`src/line_irq_pkg.sv`:
```
// constants, offsets and field layout for the line interface interrupt logic
//
// Notes on behaviour
// RQ1 - thirteen event sources: line, ring trip, power, tone digit, eight timers, indirect access
// RQ2 - three status and three enable registers, one bit per source
// RQ3 - a status bit reads one while its source is pending, else zero
// RQ4 - enable bits are active high; zero suppresses the source
// RQ5 - an event sets its status bit only while its enable bit is one
// RQ6 - interrupt pin is the NOR of all status bits, low while any is set
// RQ7 - host handler reads the status registers after seeing the pin low
// RQ8 - writing one clears that status bit, writing zero leaves it alone
// RQ9 - a tone digit event loads the digit register, a later digit overwrites it
// RQ10 - a status bit holds until cleared; an event beside a clear keeps it set

package line_irq_pkg;

   ////////////////////////////////////////////////////////////////////////////////
   // bus and source widths
   localparam int DATA_W = 8;
   localparam int ADDR_W = 3;
   localparam int NUM_SRC = 13;
   localparam int DIGIT_W = 4;

   ////////////////////////////////////////////////////////////////////////////////
   // register offsets
   localparam logic [ADDR_W-1:0] STATUS0_ADDR = 3'h0;
   localparam logic [ADDR_W-1:0] STATUS1_ADDR = 3'h1;
   localparam logic [ADDR_W-1:0] STATUS2_ADDR = 3'h2;
   localparam logic [ADDR_W-1:0] ENABLE0_ADDR = 3'h3;
   localparam logic [ADDR_W-1:0] ENABLE1_ADDR = 3'h4;
   localparam logic [ADDR_W-1:0] ENABLE2_ADDR = 3'h5;
   localparam logic [ADDR_W-1:0] DIGIT_ADDR = 3'h6;

   ////////////////////////////////////////////////////////////////////////////////
   // where each register's bits sit in the source vector
   localparam int REG0_LSB = 0;
   localparam int REG0_N = 8;
   localparam int REG1_LSB = 8;
   localparam int REG1_N = 4;
   localparam int REG2_LSB = 12;
   localparam int REG2_N = 1;

   ////////////////////////////////////////////////////////////////////////////////
   // source index in the event and status vectors
   localparam int SRC_T1_ACT = 0;
   localparam int SRC_T1_INACT = 1;
   localparam int SRC_T2_ACT = 2;
   localparam int SRC_T2_INACT = 3;
   localparam int SRC_RING_ACT = 4;
   localparam int SRC_RING_INACT = 5;
   localparam int SRC_METER_ACT = 6;
   localparam int SRC_METER_INACT = 7;
   localparam int SRC_LOOP = 8;
   localparam int SRC_RING_TRIP = 9;
   localparam int SRC_POWER_ALARM = 10;
   localparam int SRC_IND_DONE = 11;
   localparam int SRC_TONE_DIGIT = 12;

   ////////////////////////////////////////////////////////////////////////////////
   // reset values
   localparam logic [NUM_SRC-1:0] STATUS_RST = 13'h0000;
   localparam logic [NUM_SRC-1:0] ENABLE_RST = 13'h0000;
   localparam logic [DIGIT_W-1:0] DIGIT_RST = 4'h0;
   localparam logic [DATA_W-1:0] RDATA_IDLE = 8'h00;

endpackage

```
`src/sticky_flag_bank.sv`:
```
// bank of sticky pending flags, set by events and cleared by writing ones
`timescale 1ns/1ns
`default_nettype none

module sticky_flag_bank #(
   parameter int N = 13
) (
   input wire logic ref_clk_in,
   input wire logic rst_b_in,
   input wire logic ce_in,
   input wire logic [N-1:0] set_in,
   input wire logic [N-1:0] clr_in,
   output logic [N-1:0] flag_out
);

   logic [N-1:0] flag_ff;
   logic [N-1:0] nxt_flag;

   ////////////////////////////////////////////////////////////////////////////////
   // per bit next value: set beats clear, else hold
   genvar i;
   generate
      for (i = 0; i < N; i++)
      begin : g_bit
         assign nxt_flag[i] = set_in[i] | (flag_ff[i] & ~clr_in[i]); // RQ10
      end
   endgenerate

   // flag registers
   always_ff @(posedge ref_clk_in)
   begin
      if (!rst_b_in)
      begin
         flag_ff <= '0;
      end
      else if (ce_in)
      begin
         flag_ff <= nxt_flag;
      end
   end

   assign flag_out = flag_ff;

endmodule // sticky_flag_bank

`default_nettype wire

```
`src/digit_latch.sv`:
```
// single entry holder for the last detected tone digit
`timescale 1ns/1ns
`default_nettype none

module digit_latch #(
   parameter int W = 4
) (
   input wire logic ref_clk_in,
   input wire logic rst_b_in,
   input wire logic ce_in,
   input wire logic load_in,
   input wire logic [W-1:0] digit_in,
   output logic [W-1:0] digit_out
);

   logic [W-1:0] digit_ff;
   logic [W-1:0] nxt_digit;

   ////////////////////////////////////////////////////////////////////////////////
   // no buffering: a new digit simply overwrites the old one
   always_comb
   begin
      nxt_digit = digit_ff;
      if (load_in)
      begin
         nxt_digit = digit_in; // RQ9
      end
   end

   // digit register
   always_ff @(posedge ref_clk_in)
   begin
      if (!rst_b_in)
      begin
         digit_ff <= '0;
      end
      else if (ce_in)
      begin
         digit_ff <= nxt_digit;
      end
   end

   assign digit_out = digit_ff;

endmodule // digit_latch

`default_nettype wire

```
`src/line_interface_interrupt_logic.sv`:
```
// interrupt aggregation: enables, sticky status, digit register and pin
`timescale 1ns/1ns
`default_nettype none

module line_interface_interrupt_logic (
   input wire logic ref_clk_in,
   input wire logic rst_b_in,
   input wire logic ce_in,
   input wire logic [line_irq_pkg::ADDR_W-1:0] addr_in,
   input wire logic [line_irq_pkg::DATA_W-1:0] wdata_in,
   input wire logic wr_in,
   input wire logic rd_in,
   output logic [line_irq_pkg::DATA_W-1:0] rdata_out,
   input wire logic [line_irq_pkg::NUM_SRC-1:0] event_in,
   input wire logic [line_irq_pkg::DIGIT_W-1:0] tone_digit_in,
   output logic int_b_out
);

   import line_irq_pkg::*;

   logic [NUM_SRC-1:0] enable_ff;
   logic [NUM_SRC-1:0] nxt_enable;
   logic [DATA_W-1:0] rdata_ff;
   logic [DATA_W-1:0] nxt_rdata;
   logic [NUM_SRC-1:0] set_vec;
   logic [NUM_SRC-1:0] clr_vec;
   logic [NUM_SRC-1:0] pending;
   logic [DIGIT_W-1:0] digit;
   logic [DATA_W-1:0] status0_view;
   logic [DATA_W-1:0] status1_view;
   logic [DATA_W-1:0] status2_view;
   logic [DATA_W-1:0] enable0_view;
   logic [DATA_W-1:0] enable1_view;
   logic [DATA_W-1:0] enable2_view;
   logic [DATA_W-1:0] digit_view;

   ////////////////////////////////////////////////////////////////////////////////
   // register views, unused upper bits read as zero
   always_comb
   begin
      status0_view = '0;
      status1_view = '0;
      status2_view = '0;
      enable0_view = '0;
      enable1_view = '0;
      enable2_view = '0;
      digit_view = '0;
      status0_view[REG0_N-1:0] = pending[REG0_LSB +: REG0_N]; // RQ3
      status1_view[REG1_N-1:0] = pending[REG1_LSB +: REG1_N]; // RQ3
      status2_view[REG2_N-1:0] = pending[REG2_LSB +: REG2_N]; // RQ3
      enable0_view[REG0_N-1:0] = enable_ff[REG0_LSB +: REG0_N];
      enable1_view[REG1_N-1:0] = enable_ff[REG1_LSB +: REG1_N];
      enable2_view[REG2_N-1:0] = enable_ff[REG2_LSB +: REG2_N];
      digit_view[DIGIT_W-1:0] = digit;
   end

   ////////////////////////////////////////////////////////////////////////////////
   // event gating and write-one-to-clear decode
   always_comb
   begin
      set_vec = event_in & enable_ff; // RQ5 RQ4 RQ1
      clr_vec = '0;
      if (wr_in)
      begin
         case (addr_in)
            STATUS0_ADDR: clr_vec[REG0_LSB +: REG0_N] = wdata_in[REG0_N-1:0]; // RQ8
            STATUS1_ADDR: clr_vec[REG1_LSB +: REG1_N] = wdata_in[REG1_N-1:0]; // RQ8
            STATUS2_ADDR: clr_vec[REG2_LSB +: REG2_N] = wdata_in[REG2_N-1:0]; // RQ8
            default: clr_vec = '0;
         endcase
      end
   end

   ////////////////////////////////////////////////////////////////////////////////
   // enable registers and read data, next values
   always_comb
   begin
      nxt_enable = enable_ff;
      nxt_rdata = RDATA_IDLE;
      if (wr_in)
      begin
         case (addr_in)
            ENABLE0_ADDR: nxt_enable[REG0_LSB +: REG0_N] = wdata_in[REG0_N-1:0]; // RQ2
            ENABLE1_ADDR: nxt_enable[REG1_LSB +: REG1_N] = wdata_in[REG1_N-1:0]; // RQ2
            ENABLE2_ADDR: nxt_enable[REG2_LSB +: REG2_N] = wdata_in[REG2_N-1:0]; // RQ2
            default: nxt_enable = enable_ff;
         endcase
      end
      if (rd_in)
      begin
         case (addr_in)
            STATUS0_ADDR: nxt_rdata = status0_view; // RQ2
            STATUS1_ADDR: nxt_rdata = status1_view;
            STATUS2_ADDR: nxt_rdata = status2_view;
            ENABLE0_ADDR: nxt_rdata = enable0_view;
            ENABLE1_ADDR: nxt_rdata = enable1_view;
            ENABLE2_ADDR: nxt_rdata = enable2_view;
            DIGIT_ADDR: nxt_rdata = digit_view;
            default: nxt_rdata = RDATA_IDLE;
         endcase
      end
   end

   // enable and read data registers
   always_ff @(posedge ref_clk_in)
   begin
      if (!rst_b_in)
      begin
         enable_ff <= ENABLE_RST;
         rdata_ff <= RDATA_IDLE;
      end
      else if (ce_in)
      begin
         enable_ff <= nxt_enable;
         rdata_ff <= nxt_rdata;
      end
   end

   ////////////////////////////////////////////////////////////////////////////////
   // sticky status flags
   sticky_flag_bank #(
      .N(NUM_SRC)
   ) u_flags (
      .ref_clk_in(ref_clk_in),
      .rst_b_in(rst_b_in),
      .ce_in(ce_in),
      .set_in(set_vec),
      .clr_in(clr_vec),
      .flag_out(pending)
   );

   // last detected digit, loaded on every detection
   digit_latch #(
      .W(DIGIT_W)
   ) u_digit (
      .ref_clk_in(ref_clk_in),
      .rst_b_in(rst_b_in),
      .ce_in(ce_in),
      .load_in(event_in[SRC_TONE_DIGIT]),
      .digit_in(tone_digit_in),
      .digit_out(digit)
   );

   ////////////////////////////////////////////////////////////////////////////////
   // outputs
   assign rdata_out = rdata_ff;
   assign int_b_out = ~(|pending); // RQ6

   ////////////////////////////////////////////////////////////////////////////////
   // checks on the event path
   a_enabled_event_sets: assert property ( // RQ5
      @(posedge ref_clk_in) disable iff (!rst_b_in)
      ce_in |=> ((pending & $past(set_vec)) == $past(set_vec)))
      else $error("enabled event did not set its status bit");

   a_masked_event_ignored: assert property ( // RQ4
      @(posedge ref_clk_in) disable iff (!rst_b_in)
      ce_in |=> ((pending & ~$past(pending) & ~$past(event_in & enable_ff)) == '0))
      else $error("status bit set without an enabled event");

   a_status_sticky: assert property ( // RQ10
      @(posedge ref_clk_in) disable iff (!rst_b_in)
      (ce_in && !wr_in) |=> ((pending & $past(pending)) == $past(pending)))
      else $error("status bit dropped without a clear");

   a_set_beats_clear: assert property ( // RQ10
      @(posedge ref_clk_in) disable iff (!rst_b_in)
      (ce_in && wr_in && addr_in == STATUS0_ADDR && wdata_in[SRC_T1_ACT]
         && event_in[SRC_T1_ACT] && enable_ff[SRC_T1_ACT])
      |=> pending[SRC_T1_ACT])
      else $error("event lost beside a clear");

   ////////////////////////////////////////////////////////////////////////////////
   // checks on the clearing path
   a_clear_by_ones: assert property ( // RQ8
      @(posedge ref_clk_in) disable iff (!rst_b_in)
      (ce_in && wr_in && addr_in == STATUS0_ADDR && set_vec == '0)
      |=> (pending[REG0_LSB +: REG0_N]
         == ($past(pending[REG0_LSB +: REG0_N]) & ~$past(wdata_in[REG0_N-1:0]))))
      else $error("write to status did not clear exactly the one bits");

   a_clear_other_regs: assert property ( // RQ8
      @(posedge ref_clk_in) disable iff (!rst_b_in)
      (ce_in && wr_in && addr_in == STATUS1_ADDR && set_vec == '0)
      |=> (pending[REG0_LSB +: REG0_N] == $past(pending[REG0_LSB +: REG0_N])
         && pending[REG2_LSB +: REG2_N] == $past(pending[REG2_LSB +: REG2_N])))
      else $error("status write touched another register");

   ////////////////////////////////////////////////////////////////////////////////
   // checks on the pin
   a_pin_low_pending: assert property ( // RQ6
      @(posedge ref_clk_in) disable iff (!rst_b_in)
      (ce_in && set_vec != '0) |=> !int_b_out)
      else $error("pin not low after an enabled event");

   a_pin_high_cleared: assert property ( // RQ6
      @(posedge ref_clk_in) disable iff (!rst_b_in)
      (ce_in && wr_in && addr_in == STATUS0_ADDR && wdata_in == 8'hFF
         && pending[NUM_SRC-1:REG1_LSB] == '0 && set_vec == '0)
      |=> int_b_out)
      else $error("pin not released after all bits cleared");

   ////////////////////////////////////////////////////////////////////////////////
   // checks on the register port
   a_status_readback: assert property ( // RQ3
      @(posedge ref_clk_in) disable iff (!rst_b_in)
      (ce_in && rd_in && addr_in == STATUS1_ADDR)
      |=> (rdata_out == {4'h0, $past(pending[REG1_LSB +: REG1_N])}))
      else $error("status read returned the wrong value");

   a_top_status_bits: assert property ( // RQ1
      @(posedge ref_clk_in) disable iff (!rst_b_in)
      (ce_in && rd_in && addr_in == STATUS2_ADDR)
      |=> (rdata_out[DATA_W-1:REG2_N] == '0))
      else $error("bits beyond the thirteen sources read nonzero");

   a_enable_readback: assert property ( // RQ2
      @(posedge ref_clk_in) disable iff (!rst_b_in)
      (ce_in && wr_in && addr_in == ENABLE0_ADDR)
      ##1 (ce_in && rd_in && addr_in == ENABLE0_ADDR)
      |=> (rdata_out == $past(wdata_in, 2)))
      else $error("enable register did not read back its write");

   a_read_one_cycle: assert property (
      @(posedge ref_clk_in) disable iff (!rst_b_in)
      (ce_in && !rd_in) |=> (rdata_out == RDATA_IDLE))
      else $error("read data held outside the answer cycle");

   ////////////////////////////////////////////////////////////////////////////////
   // checks on the digit register and the clock enable
   a_digit_loaded: assert property ( // RQ9
      @(posedge ref_clk_in) disable iff (!rst_b_in)
      (ce_in && event_in[SRC_TONE_DIGIT])
      |=> (digit == $past(tone_digit_in)))
      else $error("digit register missed a detection");

   a_digit_held: assert property ( // RQ9
      @(posedge ref_clk_in) disable iff (!rst_b_in)
      (ce_in && !event_in[SRC_TONE_DIGIT]) |=> $stable(digit))
      else $error("digit register changed without a detection");

   a_ce_freezes: assert property (
      @(posedge ref_clk_in) disable iff (!rst_b_in)
      !ce_in |=> ($stable(pending) && $stable(enable_ff) && $stable(rdata_out)))
      else $error("state moved while clock enable low");

   ////////////////////////////////////////////////////////////////////////////////
   // checks on the status and digit registers, the enables and the pin hold
   a_clear_status1: assert property ( // RQ8
      @(posedge ref_clk_in) disable iff (!rst_b_in)
      (ce_in && wr_in && addr_in == STATUS1_ADDR && set_vec == '0)
      |=> (pending[REG1_LSB +: REG1_N]
         == ($past(pending[REG1_LSB +: REG1_N]) & ~$past(wdata_in[REG1_N-1:0]))))
      else $error("write to status1 did not clear exactly the one bits");

   a_clear_status2: assert property ( // RQ8
      @(posedge ref_clk_in) disable iff (!rst_b_in)
      (ce_in && wr_in && addr_in == STATUS2_ADDR && set_vec == '0)
      |=> (pending[REG2_LSB +: REG2_N]
         == ($past(pending[REG2_LSB +: REG2_N]) & ~$past(wdata_in[REG2_N-1:0]))))
      else $error("write to status2 did not clear exactly the one bits");

   a_status0_readback: assert property ( // RQ3
      @(posedge ref_clk_in) disable iff (!rst_b_in)
      (ce_in && rd_in && addr_in == STATUS0_ADDR)
      |=> (rdata_out == $past(pending[REG0_LSB +: REG0_N])))
      else $error("status0 read returned the wrong value");

   a_status2_readback: assert property ( // RQ3
      @(posedge ref_clk_in) disable iff (!rst_b_in)
      (ce_in && rd_in && addr_in == STATUS2_ADDR)
      |=> (rdata_out[REG2_N-1:0] == $past(pending[REG2_LSB +: REG2_N])))
      else $error("status2 read returned the wrong value");

   a_enable1_readback: assert property ( // RQ2
      @(posedge ref_clk_in) disable iff (!rst_b_in)
      (ce_in && rd_in && addr_in == ENABLE1_ADDR)
      |=> (rdata_out == {4'h0, $past(enable_ff[REG1_LSB +: REG1_N])}))
      else $error("enable1 read returned the wrong value");

   a_digit_readback: assert property ( // RQ9
      @(posedge ref_clk_in) disable iff (!rst_b_in)
      (ce_in && rd_in && addr_in == DIGIT_ADDR)
      |=> (rdata_out == {4'h0, $past(digit)}))
      else $error("digit read returned the wrong value");

   a_enable_kept: assert property ( // RQ4
      @(posedge ref_clk_in) disable iff (!rst_b_in)
      (ce_in && !wr_in) |=> $stable(enable_ff))
      else $error("enable register changed without a write");

   a_reserved_ignored: assert property ( // RQ2
      @(posedge ref_clk_in) disable iff (!rst_b_in)
      (ce_in && wr_in && addr_in > DIGIT_ADDR) |=> $stable(enable_ff))
      else $error("write to the unused offset changed an enable");

   a_enable_keeps_status: assert property ( // RQ10
      @(posedge ref_clk_in) disable iff (!rst_b_in)
      (ce_in && wr_in && addr_in != STATUS0_ADDR && addr_in != STATUS1_ADDR
         && addr_in != STATUS2_ADDR)
      |=> ((pending & $past(pending)) == $past(pending)))
      else $error("status bit dropped by a write elsewhere");

   a_pin_low_held: assert property ( // RQ6
      @(posedge ref_clk_in) disable iff (!rst_b_in)
      (!wr_in && !int_b_out) |=> !int_b_out)
      else $error("pin released without a status write");

endmodule // line_interface_interrupt_logic

`default_nettype wire

```
`config.mk`:
```
export PLATFORM = sky130hd
export DESIGN_NAME = line_interface_interrupt_logic
export DESIGN_NICKNAME = d
export VERILOG_FILES = /design/src/line_irq_pkg.sv /design/src/sticky_flag_bank.sv /design/src/digit_latch.sv /design/src/line_interface_interrupt_logic.sv
export SDC_FILE = /design/constraint.sdc
export NUM_CORES = 1
export LEC_CHECK = 0
export CAP_MARGIN = 30
export CORE_ASPECT_RATIO = 1.75
export CORE_MARGIN = 1
export CORE_UTILIZATION = 28
export CTS_BUF_LIST = sky130_fd_sc_hd__clkbuf_4 sky130_fd_sc_hd__clkbuf_8
export DETAILED_ROUTE_END_ITERATION = 6
export DONT_BUFFER_PORTS = 1
export GPL_ROUTABILITY_DRIVEN = 0
export HOLD_SLACK_MARGIN = 0.08
export PLACE_DENSITY = 0.37
export SYNTH_ARGS = -nofsm -noshare
export SYNTH_HDL_FRONTEND = slang
export SYNTH_SLANG_ARGS = --single-unit
```
`constraint.sdc`:
```
create_clock -name ref_clk_in -period 3.46 [get_ports ref_clk_in]
set_input_delay 0.692 -clock ref_clk_in [delete_from_list [all_inputs] [get_ports ref_clk_in]]
set_output_delay 0.692 -clock ref_clk_in [all_outputs]
set_load 0.02 [all_outputs]
```
* Word-level counts from Yosys, hierarchy flattened
Index checks and enable logic that the tools add are counted.
Operators by class: equal/unequal tests 6, reduce and logical (&&, ||, !) cells 6, bitwise gates (word level) 41, muxes and demuxes 6
Operator list (number):
- one-hot mux 8 bit (7 select lines) | 1
- 2-to-1 mux 8 bit | 2
- NOT 1 bit | 14
- bitwise AND 1 bit | 13
- bitwise AND 13 bit | 1
- 2-to-1 mux 13 bit | 1
- OR 1 bit | 13
- OR reduction 13 bit | 1
- equality test 3 bit (second input constant) | 3
- AND reduction 3 bit | 3
- equality test 3 x 2 -> 1 bit (second input constant) | 2
- 2-to-1 mux 4 bit | 1
- equality test 3 x 1 -> 1 bit (second input constant) | 1
- logical NOT 3 bit | 1
- AND reduction 2 bit | 1
- 2-to-1 mux 1 bit | 1
Word-level totals: logic and storage cells 65, register bits 38, output and inout bits 9, input bits 33

* Logic depth before layout (Yosys ltp)
depth in word-level cells 6, gate-level depth with buffers 6, depth with buffers taken out 4

* By module
Synthesis repeated with hierarchy kept, for this count alone.
Second synthesis, totals: cell total of the unflattened synthesis 222, area total of the unflattened synthesis 2008.2 um^2
Modules (own cells, without submodules):
- line_interface_interrupt_logic | cells each 148, seq. area each 420.4 um^2, area each 1282.5 um^2, times used 1
- sticky_flag_bank | cells each 56, seq. area each 260.2 um^2, area each 556.8 um^2, times used 1
- digit_latch | cells each 18, seq. area each 80.1 um^2, area each 168.9 um^2, times used 1

* Worst setup path before layout
No wires, ideal clock.
path kind register to output, start register u_flags.flag_ff[11], in the netlist u_flags.flag_out[11], end output port int_b_out, buffers on the path 0, arrival 1.492 ns, stages on the path, launching flop included 3, data required time 2.768 ns, path slack 1.276 ns, cell sequence dfxtp_1 -> or4_1 -> nor4_1
Between the ends: word-level cells in the longest chain between the ends 2
RTL lines:
- start: declaration | line sticky_flag_bank.sv:16 | logic [N-1:0] flag_ff;
- start signal: assignment | line sticky_flag_bank.sv:38 | flag_ff <= nxt_flag;
- OR reduction 13 bit | line line_interface_interrupt_logic.sv:147 | assign int_b_out = ~(|pending);
- NOT 1 bit | line line_interface_interrupt_logic.sv:147
- end: declaration | line line_interface_interrupt_logic.sv:16 | output logic int_b_out
No other way between the ends.

* Final worst setup path
Same ends and word-level chain as after synthesis.

==> out/metrics.cfg <==
[run_status]
status=complete, no violations

[yosys]
yosysSeqAreaShare_pct=40.0
synth-seq-cells=38
syn_inst=218
synth_edf_count=0
ys_types=37
syn_area_per_cell_sq_um=8.72
synth-main-ff-cell=dfxtp_1
ys_warn_count=0
async_reset_ff_share_pct=0
synth_nets=251
synth_area_sq_um=1900

[setup_path]
crit_fanout=3
crit_slowest_cell=or4_1
critPathArrivalTime_ps=1570
required_ps=2770
cp-start-kind=register
crit_family=simple AND/OR/NAND/NOR gates
worst_setup_path_end_kind=output port
worstPathCellList=or4_1, nor4_1, buf_4
slowest_delay_ps=510
path_buf_inv=1
path_class=reg -> out

[run]
cap_violations=0

[floorplan]
die_w_um=64.3
io_pins=42
rows=39
core_sq_um=6540
start_util_pct=29.1
die_h_um=111
die-area_sq_um=7130

[sta]
hold_viol=0
drv_slew=0
worst_pin_slew_ps=430
clock_skew_ps=6.88
fin_setup_tns_ps=0
min_period_over_period_pct=65.3
setup_violations=0
relSlewSlack_pct=70.6
timing.fmax_mhz=443
finalCriticalPeriod_ps=2260
rsz0062_at_grt=no

[finish]
final_util_pct=31.1
nFillCells=712
final_nets=246
diodes=0
drive_gt1_share_pct=7.48
syn_to_final_growth_pct=7.11
layout_commonest_cell=dfxtp_1
mostFrequentLayoutCells=dfxtp_1 (38), nand3_1 (18), a21boi_0 (16), nor2b_1 (16), o21ai_0 (15)

[hold_path]
hp-class=reg -> reg

[routing]
num_vias=1532
drt_iter0_drc=59
firstDrtPassIters=4
ant_nets=0
wl_per_cell_um=18.4
drt_wl_total_um=5440
viasPerCell=5.18
top_layer=met4
dr_wl_met3_um=309
dr_wl_met2_um=2870
route.detailed.drc=0
wl_met1_um=2200

[power_and_ir_drop]
powerDensity_nw_per_um2=397
vdd_ir_drop_max_mv=0.165
leakage_nw=0.647

[clock_tree]
cts_hold_buffers=0
cts_max_level=2
post_cts_buffers=0
cts.repair.resized=0
cts-root-buf=clkbuf_8
clk_latency_ps=290
cts_tree=built
clock_sinks=38
clockBufferDepth=2
cts_made_buffers=5
clkTransAtPathRegs_ps=80

[placed_design]
portBuffers=0
hpwl_um=3900

[global_routing]
grt_pass1_vias=1640
grt_max_degree=39
grt_antenna_before_repair=0
gr-total-overflow=0
grt_usage_pct=16.2
grt_pass1_wl_um=8720

## cell families (layout without fill, tap and decap cells)
family / after synthesis / after routing / synth area share [%]
multiplexers: 14 / 14 / 7.37
buffers and inverters: 25 / 21 / 6.25
AO/OA/AOI/OAI: 58 / 58 / 20.1
AND/OR/NAND/NOR: 83 / 83 / 26.2
flip-flops: 38 / 38 / 40.0
## worst register-to-register path, delay by kind of cell, from the launching register on
kind	cells	cell delay [ps]
and+or+nand+nor	2	580
AOI/OAI and AO/OA	2	240
DFF	1	410
## state kept, by name (all words and copies together) (netlist names)
| signal | count |
|---|---|
| u_digit.digit_out | 4 |
| rdata_out | 8 |
| u_flags.flag_out | 13 |
| enable_ff | 13 |
## synth_stat cells, drive strengths merged, types with 2 or more instances
| cell | instances | share of area [%] |
|---|---|---|
| nor4 | 2 | 0.66 |
| or3b | 3 | 1.4 |
| nand2 | 10 | 2.0 |
| nor2 | 6 | 1.2 |
| and3 | 3 | 0.99 |
| nand3b | 8 | 3.2 |
| clkbuf | 6 | 1.2 |
| a21boi | 18 | 7.1 |
| a21oi | 8 | 2.1 |
| nor3 | 3 | 1.4 |
| or4 | 2 | 0.99 |
| and2 | 5 | 1.6 |
| a2111oi | 3 | 1.7 |
| buf | 8 | 2.9 |
| nand2b | 4 | 1.3 |
| nand3 | 18 | 4.7 |
| o21a | 3 | 1.2 |
| a22oi | 4 | 1.6 |
| inv | 11 | 2.2 |
| dfxtp | 38 | 40 |
| o22ai | 4 | 1.3 |
| nor2b | 16 | 5.3 |
| mux2i | 14 | 7.4 |
| o21ai | 15 | 3.9 |
## layout make-up
cell class | count | area [sq um] | area share, %
multi-input cells | 155 | 1020 | 50.2
flip-flops and latches | 38 | 761 | 37.4
well taps | 82 | 103 | 5.04
clock buffers | 7 | 90.1 | 4.43
inverters | 11 | 41.3 | 2.03
repair buffers | 2 | 15.0 | 0.738
clock inverters | 1 | 5.00 | 0.246
## through the flow
stage | power, mW | setup slack [ps] | hold slack, ps | std cells | area [sq um]
6_report | 0.809 | 1200 | 478 | 296 | 2040
5_1_grt | 0.849 | 1130 | 503 | 296 | 2040
4_1_cts | 0.825 | 1190 | 490 | 296 | 2040
3_5_place_dp | 0.491 | 1530 | 476 | 288 | 1940
3_3_place_gp | 0.491 | 1450 | 471 | 288 | 1940
2_1_floorplan | 0.502 | 1280 | 443 | 218 | 1900
## report_power, final
part / internal (mW) / switching [mW]
Clock: 0.169 / 0.160
Combinational: 0.0191 / 0.0156
Sequential: 0.442 / 0.00391
## per-layer routing
| metal | track usage (%) | vias to the layer above |
|---|---|---|
| met4 | 5.33 | 0 |
| met5 | 0 | - |
| li1 | - | 758 |
| met2 | 28.8 | 43 |
| met1 | 18.2 | 724 |
| met3 | 4.32 | 7 |
## path summary, 6_finish.rpt
path / depth (start not counted) / end / slack, ps / start
worst max-delay path: 3 / int_b_out / 1200 / u_flags.flag_out[11]
worst min-delay path: 2 / u_digit.digit_out[3] / 480 / u_digit.digit_out[3]
worst max register to register: 4 / rdata_out[3] / 2170 / u_flags.flag_out[3]
worst min register to register: 2 / u_digit.digit_out[3] / 480 / u_digit.digit_out[3]
Note: power is estimated with default switching activity, not from simulation.
